## src/inc/homing_pkg.sv

```systemverilog
// constants and types shared by the limit-plus-index homing sequencer
package homing_pkg;
  // command codes on the network command link
  localparam logic [7:0]  CMD_NORMAL       = 8'h10;
  localparam logic [7:0]  CMD_PROFILE_START = 8'h17;
  // profile type code that selects limit-plus-index homing
  localparam logic [7:0]  TYPE_LIMIT_INDEX = 8'h36;
  // command error code for an illegal mode change mid-sequence
  localparam logic [15:0] ERR_MODE_CHANGE  = 16'h0104;
  localparam logic [15:0] ERR_NONE         = 16'h0000;
  // register offsets on the plain register port
  localparam logic [3:0]  OFS_CTRL     = 4'h0;  // command and type codes
  localparam logic [3:0]  OFS_LATCH    = 4'h1;  // first latch selector, monitor selector
  localparam logic [3:0]  OFS_ACCEL    = 4'h2;  // acceleration constant
  localparam logic [3:0]  OFS_DECEL    = 4'h3;  // deceleration constant
  localparam logic [3:0]  OFS_VEL1     = 4'h4;  // homing velocity one
  localparam logic [3:0]  OFS_VEL2     = 4'h5;  // homing velocity two
  localparam logic [3:0]  OFS_DIR      = 4'h6;  // homing direction setting
  localparam logic [3:0]  OFS_STATUS   = 4'h7;  // echoes and status flags
  localparam logic [3:0]  OFS_POSITION = 4'h8;  // position counter
  localparam logic [3:0]  OFS_MONITOR  = 4'h9;  // monitor data
  localparam logic [3:0]  OFS_ERRCODE  = 4'hA;  // command error code
  // status field positions
  localparam int ST_IN_PROGRESS = 16;
  localparam int ST_COMPLETE    = 17;
  localparam int ST_CMD_ERROR   = 18;
  localparam int ST_HOME_ERROR  = 19;
  localparam int ST_NET_ERROR   = 20;
  // reset values of the speed constants
  localparam logic [15:0] ACCEL_RESET = 16'h0001;
  localparam logic [15:0] DECEL_RESET = 16'h0001;
  localparam logic [15:0] VEL1_RESET  = 16'h0100;
  localparam logic [15:0] VEL2_RESET  = 16'h0010;
  // sequencer states
  typedef enum logic [2:0] {
    ST_IDLE, ST_RUN_OUT, ST_BRAKE, ST_RUN_BACK, ST_SEEK_INDEX, ST_REPOSITION, ST_DONE
  } seq_state_e;
endpackage

```

## src/hdl/speed_ramp.sv

```systemverilog
// signed speed ramp: steps toward a target speed by accel or decel constant
`timescale 1ns/100ps
`default_nettype none
module speed_ramp
  import homing_pkg::*;
(
  input  wire logic               clk,
  input  wire logic               rst_n_sync,
  input  wire logic signed [17:0] target,
  input  wire logic [15:0]        accel,
  input  wire logic [15:0]        decel,
  output logic signed [17:0]      speed,
  output logic                    stopped
);
  logic signed [18:0] up_sum;     // speed plus step, one bit wider
  logic signed [18:0] dn_sum;     // speed minus step
  logic        [15:0] step;       // accel when growing magnitude, else decel
  logic               growing;    // moving away from zero
  // speeding up uses accel, slowing toward zero uses decel
  always_comb begin
    growing = (target > speed) ? (speed >= 18'sd0) : (speed <= 18'sd0);
    step    = growing ? accel : decel;
    up_sum  = 19'(speed) + 19'(signed'({1'b0, step}));
    dn_sum  = 19'(speed) - 19'(signed'({1'b0, step}));
  end
  // clamp so the ramp lands exactly on the target, never overshoots
  always_ff @(posedge clk or negedge rst_n_sync) begin
    if (!rst_n_sync) begin
      speed <= '0;
    end else if (target > speed) begin
      speed <= (up_sum > 19'(target)) ? target : up_sum[17:0];
    end else if (target < speed) begin
      speed <= (dn_sum < 19'(target)) ? target : dn_sum[17:0];
    end
  end
  assign stopped = (speed == 18'sd0);
endmodule // speed_ramp
`default_nettype wire

```

## src/hdl/homing_sequencer.sv

```systemverilog
// limit-plus-index homing sequencer of a servo drive with a register port
// Contract
// - normal command code alone starts nothing
// - start edge: run away at velocity one
// - clear homing complete at start
// - far limit: decelerate to stop
// - stopped at limit: return at velocity two
// - only index after limit released counts
// - stop on first index, reposition onto it
// - zero position at index, set complete
// - direction setting zero means positive homing
// - ignore overtravel config during homing
// - wrong-side or both limits: error, cancel
// - other commands run during homing
// - mode change mid-homing: command error 0104h
//
// The implementer's own choices: the address map and the strobed register port.
`timescale 1ns/100ps
`default_nettype none
module homing_sequencer
  import homing_pkg::*;
(
  input  wire logic        clk,
  input  wire logic        rst_b,
  input  wire logic [3:0]  reg_addr,
  input  wire logic [31:0] reg_wdata,
  input  wire logic        reg_wr,
  input  wire logic        reg_rd,
  output logic      [31:0] reg_rdata,
  input  wire logic        positive_limit_sensor,
  input  wire logic        negative_limit_sensor,
  input  wire logic        index_pulse,
  input  wire logic        overtravel_inhibit_config,
  input  wire logic        overtravel_stop_sequence,
  output logic signed [17:0] motor_speed,
  output logic             homing_error_protection,
  output logic             network_command_error_protection
);
  logic        rst_meta_reg;         // reset synchroniser stage one
  logic        rst_n_sync;           // released reset used everywhere
  logic [7:0]  cmd_code_reg;         // command code from host
  logic [7:0]  type_code_reg;        // profile type code
  logic [7:0]  first_latch_selector; // latch selector from host
  logic [7:0]  monitor_sel_reg;      // which quantity the monitor returns
  logic [15:0] acceleration_constant;
  logic [15:0] deceleration_constant;
  logic [15:0] homing_velocity_one;
  logic [15:0] homing_velocity_two;
  logic        homing_direction_setting; // 0 = positive homing
  logic [7:0]  type_at_start_reg;    // type latched when sequence started
  logic [7:0]  latch_at_start_reg;   // latch selector latched at start
  logic        in_progress_reg;
  logic        complete_reg;
  logic        cmd_error_reg;
  logic [15:0] err_code_reg;
  logic signed [31:0] position_reg;  // integrated motor position
  logic signed [31:0] index_pos_reg; // position captured at the index
  logic        limit_released_reg;   // far limit let go after reversal
  logic        start_pulse;          // 10h to 17h edge with homing type
  logic        ctrl_write;
  logic        mode_change;          // illegal type or latch write
  logic        far_limit;            // limit opposite the homing direction
  logic        near_limit;           // limit on the homing side
  logic signed [17:0] ramp_target;
  logic signed [17:0] ramp_speed;
  logic        ramp_stopped;
  logic signed [17:0] v1_signed;
  logic signed [17:0] v2_signed;
  logic signed [31:0] pos_err;       // remaining distance to index
  logic        [15:0] creep_lim;     // largest hop the ramp starts and sheds in one step
  logic        [31:0] err_mag;       // distance to the index, unsigned
  logic signed [17:0] creep_speed;   // signed speed of the next repositioning hop
  seq_state_e  state_reg;

  // two-flop reset release; assertion is still immediate
  always_ff @(posedge clk or negedge rst_b) begin
    if (!rst_b) begin
      rst_meta_reg <= 1'b0;
      rst_n_sync   <= 1'b0;
    end else begin
      rst_meta_reg <= 1'b1;
      rst_n_sync   <= rst_meta_reg;
    end
  end

  assign ctrl_write = reg_wr && (reg_addr == OFS_CTRL);
  // code 10h on its own never moves the motor; likewise for the type
  assign start_pulse = ctrl_write && (cmd_code_reg == CMD_NORMAL)
                    && (reg_wdata[7:0] == CMD_PROFILE_START)
                    && (reg_wdata[15:8] == TYPE_LIMIT_INDEX) && !in_progress_reg;
  assign mode_change = in_progress_reg && reg_wr
                    && (((reg_addr == OFS_CTRL) && (reg_wdata[15:8] != type_at_start_reg))
                     || ((reg_addr == OFS_LATCH) && (reg_wdata[7:0] != latch_at_start_reg)));

  // direction select: zero means homing toward positive
  assign far_limit  = homing_direction_setting ? positive_limit_sensor
                                               : negative_limit_sensor;
  assign near_limit = homing_direction_setting ? negative_limit_sensor
                                               : positive_limit_sensor;
  // run-out is opposite to homing direction; return is toward it
  assign v1_signed = homing_direction_setting ? 18'(signed'({2'b00, homing_velocity_one}))
                                              : -18'(signed'({2'b00, homing_velocity_one}));
  assign v2_signed = homing_direction_setting ? -18'(signed'({2'b00, homing_velocity_two}))
                                              : 18'(signed'({2'b00, homing_velocity_two}));
  assign pos_err = index_pos_reg - position_reg;

  // short hops land exactly on the index; a steady crawl would hunt around it
  // limitation: a zero accel or decel constant stalls the hops
  always_comb begin
    creep_lim = homing_velocity_two;
    if (acceleration_constant < creep_lim) creep_lim = acceleration_constant;
    if (deceleration_constant < creep_lim) creep_lim = deceleration_constant;
    err_mag     = (pos_err < 32'sd0) ? 32'(-pos_err) : 32'(pos_err);
    creep_speed = (err_mag < 32'(creep_lim)) ? 18'(err_mag) : 18'({2'b00, creep_lim});
    if (pos_err < 32'sd0) creep_speed = -creep_speed;
  end

  // host-written registers; other registers stay writable mid-homing
  // non-homing writes accepted
  always_ff @(posedge clk or negedge rst_n_sync) begin
    if (!rst_n_sync) begin
      cmd_code_reg          <= '0;
      type_code_reg         <= '0;
      first_latch_selector  <= '0;
      monitor_sel_reg       <= '0;
      acceleration_constant <= ACCEL_RESET;
      deceleration_constant <= DECEL_RESET;
      homing_velocity_one   <= VEL1_RESET;
      homing_velocity_two   <= VEL2_RESET;
      homing_direction_setting <= 1'b0;
    end else if (reg_wr && !mode_change) begin
      // a refused mode change leaves the running mode intact
      unique case (reg_addr)
        OFS_CTRL: begin
          cmd_code_reg  <= reg_wdata[7:0];
          type_code_reg <= reg_wdata[15:8];
        end
        OFS_LATCH: begin
          first_latch_selector <= reg_wdata[7:0];
          monitor_sel_reg      <= reg_wdata[15:8];
        end
        OFS_ACCEL: acceleration_constant <= reg_wdata[15:0];
        OFS_DECEL: deceleration_constant <= reg_wdata[15:0];
        OFS_VEL1:  homing_velocity_one   <= reg_wdata[15:0];
        OFS_VEL2:  homing_velocity_two   <= reg_wdata[15:0];
        OFS_DIR:   homing_direction_setting <= reg_wdata[0];
        default: ;  // read-only or unmapped: write ignored
      endcase
    end
  end

  // snapshot of the operation mode so later changes can be caught
  always_ff @(posedge clk or negedge rst_n_sync) begin
    if (!rst_n_sync) begin
      type_at_start_reg  <= '0;
      latch_at_start_reg <= '0;
    end else if (start_pulse) begin
      type_at_start_reg  <= reg_wdata[15:8];
      latch_at_start_reg <= first_latch_selector;
    end
  end

  // sequencer; overtravel config inputs are deliberately not consulted
  // overtravel ignored, auto reverse
  always_ff @(posedge clk or negedge rst_n_sync) begin
    if (!rst_n_sync) begin
      state_reg <= ST_IDLE;
    end else if (mode_change) begin
      state_reg <= ST_IDLE;
    end else begin
      unique case (state_reg)
        ST_IDLE:       if (start_pulse) state_reg <= ST_RUN_OUT;
        ST_RUN_OUT:    if (far_limit && near_limit) state_reg <= ST_IDLE;
                       else if (far_limit) state_reg <= ST_BRAKE;
        ST_BRAKE:      if (ramp_stopped) state_reg <= ST_RUN_BACK;
        ST_RUN_BACK:   if (near_limit) state_reg <= ST_IDLE;
                       else if (!far_limit) state_reg <= ST_SEEK_INDEX;
        // index counts only once limit released
        ST_SEEK_INDEX: if (near_limit) state_reg <= ST_IDLE;
                       else if (index_pulse) state_reg <= ST_REPOSITION;
        ST_REPOSITION: if (ramp_stopped && pos_err == 32'sd0) state_reg <= ST_DONE;
        ST_DONE:       state_reg <= ST_IDLE;
        default:       state_reg <= ST_IDLE;
      endcase
    end
  end

  // tracks release of the far limit, read back at bit 16 of the error code register
  always_ff @(posedge clk or negedge rst_n_sync) begin
    if (!rst_n_sync) begin
      limit_released_reg <= 1'b0;
    end else if (start_pulse) begin
      limit_released_reg <= 1'b0;
    end else if (state_reg == ST_RUN_BACK && !far_limit) begin
      limit_released_reg <= 1'b1;
    end
  end

  // speed target per phase; reposition brakes, then hops toward the index
  always_comb begin
    unique case (state_reg)
      ST_RUN_OUT:    ramp_target = v1_signed;
      ST_RUN_BACK:   ramp_target = v2_signed;
      ST_SEEK_INDEX: ramp_target = v2_signed;
      ST_REPOSITION: ramp_target = (!ramp_stopped || pos_err == 32'sd0) ? 18'sd0 : creep_speed;
      default:       ramp_target = 18'sd0;
    endcase
  end

  speed_ramp u_ramp (
    .clk        (clk),
    .rst_n_sync (rst_n_sync),
    .target     (ramp_target),
    .accel      (acceleration_constant),
    .decel      (deceleration_constant),
    .speed      (ramp_speed),
    .stopped    (ramp_stopped)
  );

  // position integrates speed; capture index, rebase to zero at the end
  always_ff @(posedge clk or negedge rst_n_sync) begin
    if (!rst_n_sync) begin
      position_reg  <= '0;
      index_pos_reg <= '0;
    end else if (state_reg == ST_DONE) begin
      position_reg  <= position_reg - index_pos_reg;
      index_pos_reg <= '0;
    end else begin
      // speed is clamped near the index so overshoot stays bounded
      position_reg <= position_reg + 32'(ramp_speed);
      if (state_reg == ST_SEEK_INDEX && index_pulse && !near_limit)
        index_pos_reg <= position_reg;
    end
  end

  // status flags
  always_ff @(posedge clk or negedge rst_n_sync) begin
    if (!rst_n_sync) begin
      in_progress_reg <= 1'b0;
      complete_reg    <= 1'b0;
    end else if (start_pulse) begin
      complete_reg    <= 1'b0;
      in_progress_reg <= 1'b1;
    end else if (state_reg == ST_DONE) begin
      complete_reg    <= 1'b1;
      in_progress_reg <= 1'b0;
    end else if (in_progress_reg && state_reg == ST_IDLE) begin
      in_progress_reg <= 1'b0;
    end
  end

  // error protections: sticky until the next start
  always_ff @(posedge clk or negedge rst_n_sync) begin
    if (!rst_n_sync) begin
      homing_error_protection          <= 1'b0;
      network_command_error_protection <= 1'b0;
      cmd_error_reg                    <= 1'b0;
      err_code_reg                     <= ERR_NONE;
    end else if (mode_change) begin
      network_command_error_protection <= 1'b1;
      cmd_error_reg                    <= 1'b1;
      err_code_reg                     <= ERR_MODE_CHANGE;
    end else if (start_pulse) begin
      homing_error_protection          <= 1'b0;
      network_command_error_protection <= 1'b0;
      cmd_error_reg                    <= 1'b0;
      err_code_reg                     <= ERR_NONE;
    end else if ((state_reg == ST_RUN_OUT && far_limit && near_limit)
              || ((state_reg == ST_RUN_BACK || state_reg == ST_SEEK_INDEX) && near_limit)) begin
      homing_error_protection <= 1'b1;
    end
  end

  // motor speed output registered
  always_ff @(posedge clk or negedge rst_n_sync) begin
    if (!rst_n_sync) motor_speed <= '0;
    else             motor_speed <= ramp_speed;
  end

  // read data one cycle after the strobe, zero otherwise and when unmapped
  always_ff @(posedge clk or negedge rst_n_sync) begin
    if (!rst_n_sync) begin
      reg_rdata <= '0;
    end else if (!reg_rd) begin
      reg_rdata <= '0;
    end else begin
      unique case (reg_addr)
        OFS_CTRL:     reg_rdata <= {16'h0000, type_code_reg, cmd_code_reg};
        OFS_LATCH:    reg_rdata <= {16'h0000, monitor_sel_reg, first_latch_selector};
        OFS_ACCEL:    reg_rdata <= {16'h0000, acceleration_constant};
        OFS_DECEL:    reg_rdata <= {16'h0000, deceleration_constant};
        OFS_VEL1:     reg_rdata <= {16'h0000, homing_velocity_one};
        OFS_VEL2:     reg_rdata <= {16'h0000, homing_velocity_two};
        OFS_DIR:      reg_rdata <= {31'h0, homing_direction_setting};
        OFS_STATUS:   reg_rdata <= {11'h0, network_command_error_protection,
                                    homing_error_protection, cmd_error_reg, complete_reg,
                                    in_progress_reg, type_code_reg, cmd_code_reg};
        OFS_POSITION: reg_rdata <= position_reg;
        // monitor: selector 0 position, 1 speed, 2 captured index
        OFS_MONITOR:  reg_rdata <= (monitor_sel_reg == 8'h01) ? 32'(ramp_speed) :
                                   (monitor_sel_reg == 8'h02) ? index_pos_reg : position_reg;
        OFS_ERRCODE:  reg_rdata <= {15'h0, limit_released_reg, err_code_reg};
        default:      reg_rdata <= '0;
      endcase
    end
  end
endmodule // homing_sequencer
`default_nettype wire

```

## config.mk

```make
export PLATFORM = sky130hd
export DESIGN_NAME = homing_sequencer
export DESIGN_NICKNAME = d
export VERILOG_FILES = /design/src/inc/homing_pkg.sv /design/src/hdl/speed_ramp.sv /design/src/hdl/homing_sequencer.sv
export SDC_FILE = /design/constraint.sdc
export NUM_CORES = 1
export LEC_CHECK = 0
export BUFFER_PORTS_ARGS = -buffer_cell sky130_fd_sc_hd__buf_2
export CORE_MARGIN = 8
export CORE_UTILIZATION = 35
export DETAILED_ROUTE_END_ITERATION = 16
export MAX_ROUTING_LAYER = met4
export SLEW_MARGIN = 30
export SYNTH_ARGS = -nofsm -noshare
export SYNTH_HDL_FRONTEND = slang
export SYNTH_HIERARCHICAL = 1
export SYNTH_SLANG_ARGS = --single-unit
export TNS_END_PERCENT = 20
```

## constraint.sdc

```tcl
create_clock -name clk -period 8 [get_ports clk]
set_input_delay 0.8 -clock clk [delete_from_list [all_inputs] [get_ports clk]]
set_output_delay 0.8 -clock clk [all_outputs]
set_load 0.02 [all_outputs]
```

======== Word level (Yosys, flattened, before mapping) ========
Index checks and enable logic that the tools add are counted.
storage, ports and cells
  bits in registers ....................... 271
  bits in latches ......................... 0
  RAM bits ................................ 0
  bits in read-only memories .............. 0
  input bits .............................. 45
  output and inout bits ................... 52
  word-level logic and storage cells ...... 171
  memories ................................ 0
cells by class
  add/subtract/negate cells ............... 9
  multipliers ............................. 0
  div/mod/pow operators ................... 0
  order comparisons ....................... 10
  eq/ne operators ......................... 29
  shifts and indexed selects .............. 0
  mux-type cells .......................... 48
  bitwise gates (word level) .............. 1
  reductions and logical operators ........ 49
operators with widths
  cell                                                  count
  case mux 32 bit (11 select lines)                     1
  2-to-1 mux 32 bit                                     7
  2-to-1 mux 18 bit                                     9
  2-to-1 mux 16 bit                                     5
  subtractor 32 bit                                     2
  case mux 18 bit (3 select lines)                      1
  negator 16 -> 18 bit                                  2
  adder 32 x 18 -> 32 bit                               1
  logical NOT 32 bit                                    1
  < comparator 16 bit                                   2
  < comparator 32 x 1 -> 1 bit, second input constant   1
  < comparator 32 x 16 -> 1 bit                         1
  negator 32 bit                                        1
  2-to-1 mux 3 bit                                      10
  adder 18 x 17 -> 19 bit                               1
  > comparator 19 x 18 -> 1 bit                         1
  logical AND 1 bit                                     19
  < comparator 19 x 18 -> 1 bit                         1
  subtractor 18 x 17 -> 19 bit                          1
  >= comparator 18 x 1 -> 1 bit, second input constant  1
  > comparator 18 bit                                   1
  <= comparator 18 x 1 -> 1 bit, second input constant  1
  logical NOT 18 bit                                    1
  < comparator 18 bit                                   1
  27 further kinds                                      74

======== Longest topological paths before layout ========
  depth after elaboration ................. 18
  depth in mapped cells ................... 73
  depth with buffers taken out ............ 64

======== By module ========
Netlist, hierarchy kept.
modules (own cells, without submodules)
  module            instances  cells each  area each (µm²)  sequential area each (µm²)
  homing_sequencer  1          1970        17524.3          5935.7
  speed_ramp        1          562         4449.3           450.4

======== Worst setup path before layout ========
Ideal clock, no wire load.
  kind .................................... flip-flop to flip-flop
  from .................................... register homing_velocity_two[12]
  to ...................................... register u_ramp.speed[16]
  library setup time ...................... 0.126 ns
  arrival time ............................ 13.528 ns
  data required time ...................... 7.874 ns
  setup slack ............................. -5.654 ns
  cell stages (with the launch flop) ...... 70
  buffers on the path ..................... 7
  clock period less this slack ............ 13.654 ns
  cells stage by stage .................... dfrtp_1 -> clkbuf_1 -> inv_1 -> ha_1 -> nand4_1 -> nor3_1 -> a22oi_1 -> nand2_1 -> clkbuf_1 -> mux2i_1 -> ha_1 -> and4_1 -> a21oi_1 -> nand2_1 -> a21oi_1 -> o21a_1 -> o211a_1 -> clkbuf_1 -> (+34 left out) -> mux2_2 -> ha_1 -> fa_1 -> a211o_1 -> a2111o_1 -> a31oi_1 -> o21ai_1 -> a31oi_1 -> o21ai_2 -> xnor2_2 -> ha_1 -> nand4_1 -> nor4_1 -> o21a_1 -> or2_1 -> o211ai_2 -> and3_1 -> a221o_1
between the ends
  longest elaborated chain between the ends .. 18
  elaborated cells on any way between the ends .. 25
  those cells by class .................... 4 x add/sub; 7 x order compare; 13 x mux; 1 x reduce/logical
RTL lines
  item                           line                                text
  from (decl)                    homing_sequencer.sv:48              logic [15:0] homing_velocity_two;
  from (signal assigned)         homing_sequencer.sv:145             OFS_VEL2: homing_velocity_two <= reg_wdata[15:0];
  < comparator 16 bit            homing_sequencer.sv:111             if (acceleration_constant < creep_lim) creep_lim = acceleration_constant;
  2-to-1 mux 16 bit *            homing_sequencer.sv:111
  < comparator 16 bit            homing_sequencer.sv:112             if (deceleration_constant < creep_lim) creep_lim = deceleration_constant;
  2-to-1 mux 16 bit *            homing_sequencer.sv:112
  < comparator 32 x 16 -> 1 bit  homing_sequencer.sv:114             creep_speed = (err_mag < 32'(creep_lim)) ? 18'(err_mag) : 18'({2'b00, creep_lim});
  2-to-1 mux 18 bit *            homing_sequencer.sv:114
  negator 18 bit                 homing_sequencer.sv:115             if (pos_err < 32'sd0) creep_speed = -creep_speed;
  2-to-1 mux 18 bit *            homing_sequencer.sv:115
  (+2 left out)                  n/a
  named net ramp_target[10]      homing_sequencer.sv:64              logic signed [17:0] ramp_target;
  > comparator 18 bit            speed_ramp.sv:21, speed_ramp.sv:30
  2-to-1 mux 1 bit               speed_ramp.sv:21                    growing = (target > speed) ? (speed >= 18'sd0) : (speed <= 18'sd0);
  2-to-1 mux 16 bit              speed_ramp.sv:22                    step = growing ? accel : decel;
  subtractor 18 x 17 -> 19 bit   speed_ramp.sv:24                    dn_sum = 19'(speed) - 19'(signed'({1'b0, step}));
  < comparator 19 x 18 -> 1 bit  speed_ramp.sv:33                    speed <= (dn_sum < 19'(target)) ? target : dn_sum[17:0];
  2-to-1 mux 18 bit              speed_ramp.sv:33
  2-to-1 mux 18 bit              speed_ramp.sv:32                    end else if (target < speed) begin
  2-to-1 mux 18 bit              speed_ramp.sv:30                    end else if (target > speed) begin
  to (signal assigned)           speed_ramp.sv:31                    speed <= (up_sum > 19'(target)) ? target : up_sum[17:0];
  to (signal assigned)           speed_ramp.sv:33
  to (decl)                      speed_ramp.sv:12                    output logic signed [17:0] speed,
Mark *: on every way through the listed nets, which the timed path passes. The rest lies on a longest branch. The select of a mux whose other input is x is not followed.
A chain may end at the register's enable or synchronous reset.

======== Worst setup path in the final report ========
  from .................................... register homing_velocity_two[5]
  to ...................................... register u_ramp.speed[0]
between the ends
  longest elaborated chain between the ends .. 18
  elaborated cells on any way between the ends .. 25
  those cells by class .................... 4 x add/sub; 7 x order compare; 13 x mux; 1 x reduce/logical
RTL lines
  item                           line
  < comparator 16 bit            homing_sequencer.sv:111
  2-to-1 mux 16 bit              homing_sequencer.sv:111
  < comparator 16 bit            homing_sequencer.sv:112
  2-to-1 mux 16 bit              homing_sequencer.sv:112
  < comparator 32 x 16 -> 1 bit  homing_sequencer.sv:114
  2-to-1 mux 18 bit              homing_sequencer.sv:114
  negator 18 bit                 homing_sequencer.sv:115
  2-to-1 mux 18 bit              homing_sequencer.sv:115
  (+2 left out)                  n/a
  named net ramp_target[5]       homing_sequencer.sv:64
  > comparator 18 bit            speed_ramp.sv:21, speed_ramp.sv:30
  2-to-1 mux 1 bit               speed_ramp.sv:21
  2-to-1 mux 16 bit              speed_ramp.sv:22
  subtractor 18 x 17 -> 19 bit   speed_ramp.sv:24
  < comparator 19 x 18 -> 1 bit  speed_ramp.sv:33
  2-to-1 mux 18 bit              speed_ramp.sv:33
  2-to-1 mux 18 bit              speed_ramp.sv:32
  2-to-1 mux 18 bit              speed_ramp.sv:30
Marks and branches as above.

==> impl_metrics.py <==
metrics = {
    "sta": {
        "setup_viol": 18,
        "maxSlewViolCount": 0,
        "final_hold_viol_count": 0,
        "clock-skew-final_ps": 30.5,
        "maxSlewHeadroom_pct": 37.1,
        "setup_slack_ps": -4810,
        "rsz0062_at_grt": "true",
        "worst_pin_slew_ps": 942,
        "hold_ws_ps": 234,
        "finalCritPeriodShare_pct": 160,
        "post-route-min-period_ps": 12810,
        "fmax_mhz": 78.1,
    },
    "synthesis": {
        "synthCells": 2532,
        "synth.distinct_cells": 104,
        "ys_warn_count": 6,
        "yosysSeqAreaShare_pct": 29.1,
        "synth_seq_cells": 255,
        "synth_top_area_cell": "dfrtp_1",
        "syn_avg_cell_area_sq_um": 8.68,
        "syn_nets": 2778,
        "synth_edf_count": 0,
        "synthFlopType": "dfrtp_1",
        "async_reset_ff_share_pct": 100,
        "synth_top_area_share_pct": 28.6,
        "synth_area_sq_mm": 0.0220,
        "ys_top_cells_by_area": "dfrtp_1 (29%), ha_1 (11%), mux2_2 (6.9%)",
    },
    "critical_path": {
        "crit_top_cell": "a21oi_1",
        "worstReg2RegStart": "homing_velocity_two[5]",
        "crit_type": "reg2reg",
        "r2r_cells": 61,
        "slowest_stage": "a2111o_1",
        "path_max_fanout": 10,
        "reg2reg_slack_ps": -4810,
        "cp-start-kind": "flip-flop",
        "cp.arrival_ps": 13250,
        "worstPathRequired_ps": 8440,
        "r2r_end": "u_ramp/speed[0]",
        "critical_path.max_stage_delay_ps": 500,
        "end_kind": "flip-flop",
    },
    "place": {
        "port_buffers": 78,
        "place_ws_ps": -4850,
        "dp_hpwl_um": 69200,
        "dp.cells": 3988,
        "gp_congestion": 1.05,
    },
    "global_route": {
        "grt_pass1_vias": 23300,
        "grt_max_degree": 159,
        "overflow": 0,
        "grt_pass1_wl_um": 136000,
        "antenna_found_initial": 0,
        "grt.total_usage_pct": 25.0,
    },
    "routing": {
        "firstDrtPassIters": 6,
        "drt.antenna.violating_nets": 0,
        "wirelength_um": 88900,
        "num_vias": 23100,
        "drcViolationCount": 0,
        "viasPerCell": 5.64,
        "wl_per_cell_um": 21.7,
        "initialDrtViolationCount": 2132,
    },
    "clock_network": {
        "root_buffer": "clkbuf_16",
        "cts_tree": "yes",
        "clock-sinks": 255,
        "htreeDepth": 2,
        "cts_buffers": 34,
        "cts.path.max_buffers": 3,
        "clock_latency_ps": 570,
        "cts.clk_slew.worst_paths_ps": 60,
    },
    "flow_run": {
        "cap_violations": 0,
    },
    "worst_hold_path": {
        "hold_class": "reg2async",
    },
    "cells_and_area": {
        "synthToLayoutAreaGrowth_pct": 38.0,
        "layout-drive-gt1-share_pct": 35.0,
        "fin_cells": 4094,
        "nNetsFinal": 3466,
        "final_core_util_pct": 48.4,
    },
    "run_status": {
        "status": "complete, but fails checks",
        "violations": "setup timing",
    },
    "floorplan": {
        "io_pins": 97,
        "initial_core_util_pct": 35.1,
        "row_count": 92,
        "core_sq_mm": 0.0626,
        "die_h_um": 267,
        "dieArea_sq_mm": 0.0711,
        "die_w_um": 267,
    },
}
==> cells by family (layout without fill, tap and decap cells) <==
group / Yosys count / after routing / share of synthesized area [%]
AOI/OAI and AO/OA: 745 / 746 / 22.2
and+or+nand+nor: 672 / 673 / 15.1
buffers and inverters: 288 / 1000 / 5.25
DFF: 255 / 255 / 29.1
muxes: 205 / 205 / 10.1
adders and majority gates: 203 / 203 / 11.7
xor gates and xnor gates: 163 / 163 / 6.57
other: 1 / 3 / 0.0171
==> cells in the final DEF (no fill, tap or decap), types with 18 or more instances in the layout <==
| master | n |
|---|---|
| clkbuf_16 | 35 |
| inv_1 | 154 |
| a21o_1 | 42 |
| buf_2 | 78 |
| o211ai_1 | 45 |
| o21ai_1 | 29 |
| nor4_1 | 23 |
| a22oi_1 | 20 |
| buf_4 | 673 |
| nor2b_1 | 29 |
| nand3_1 | 66 |
| a31oi_1 | 39 |
| xor2_1 | 43 |
| a21oi_1 | 166 |
| mux2_2 | 130 |
| nor2_1 | 168 |
| nor3_1 | 41 |
| nand2_1 | 162 |
| o21ai_0 | 150 |
| dfrtp_1 | 250 |
| nand4_1 | 39 |
| mux2i_1 | 58 |
| o21a_1 | 19 |
| xnor2_1 | 115 |
| a221oi_1 | 23 |
| ha_1 | 181 |
| a21oi_2 | 18 |
| nand2b_1 | 23 |
==> cells in the mapped netlist, types with 19 or more instances <==
| library cell | instances |
|---|---|
| dfrtp_1 | 251 |
| ha_1 | 197 |
| a21oi_1 | 182 |
| nor2_1 | 176 |
| nand2_1 | 166 |
| o21ai_0 | 160 |
| inv_1 | 157 |
| mux2_2 | 135 |
| xnor2_1 | 117 |
| clkbuf_1 | 99 |
| mux2i_1 | 67 |
| nand3_1 | 67 |
| nor3_1 | 48 |
| o211ai_1 | 45 |
| xor2_1 | 44 |
| a21o_1 | 42 |
| a31oi_1 | 42 |
| nand4_1 | 39 |
| nor2b_1 | 29 |
| a211oi_1 | 27 |
| o21ai_1 | 25 |
| a221oi_1 | 24 |
| nor4_1 | 24 |
| nand2b_1 | 23 |
| a22oi_1 | 22 |
| o21a_1 | 19 |
==> worst max-delay path, delay by kind of cell (launching register included) <==
family / cells / cell delay (ps)
adders and majority gates: 7 / 1820
buffers and inverters: 6 / 940
muxes: 6 / 1870
xor gates and xnor gates: 1 / 150
and+or+nand+nor: 13 / 2060
AOI/OAI and AO/OA: 28 / 5440
DFF: 1 / 380
==> layout make-up <==
type	count	area, sq um
fill	6040	32300
multi-input combinational	1991	15200
sequential	255	6390
timing repair buffer	778	5830
tap	846	1060
clock buffer	46	996
inverter	160	601
clock inverter	16	230
antenna	2	5.00
==> per-layer routing <==
layer / global-route usage, % / part of all wire (%) / wire, um / vias up
li1: - / - / - / 10700
met1: 30.3 / 41 / 36800 / 11300
met2: 41.9 / 47 / 42100 / 881
met3: 3.56 / 6.1 / 5450 / 245
met4: 9.88 / 5.1 / 4500 / 0
met5: - / 0 / 0 / -
==> how the worst max path moves through the flow <==
stage	slack, ps	to	depth (start not counted)	from
floorplan	-4110	u_ramp/speed[2]	68	homing_velocity_two[6]
global placement	-4600	u_ramp/speed[4]	64	homing_velocity_two[5]
detailed placement	-4850	u_ramp/speed[3]	64	acceleration_constant[6]
CTS	-4310	u_ramp/speed[0]	68	acceleration_constant[6]
global route	-5350	u_ramp/speed[0]	64	homing_velocity_two[15]
finish	-4810	u_ramp/speed[0]	61	homing_velocity_two[5]
==> what timing repair did <==
| item | in CTS | in global routing |
|---|---|---|
| cloned | 2 | 1 |
| buffers inserted | 21 | 18 |
| hold buffers | 1 | 0 |
| pin swaps | 18 | 95 |
| setup endpoints to repair | 18 | 18 |
| resized for setup | 59 | 70 |
| endpoints found under the hold margin | 2 | 0 |
==> stage by stage <==
| stage | area (sq um) | TNS [ps] |
|---|---|---|
| floorplan | 22200 | -73100 |
| global placement | 28000 | -81810 |
| detailed placement | 28000 | -85520 |
| CTS | 29700 | -76140 |
| global route | 30300 | -95310 |
| finish | 30300 | -85200 |
Power is not shown: default switching activity piles up to over one toggle a cycle in this logic, so the estimate is an artifact.
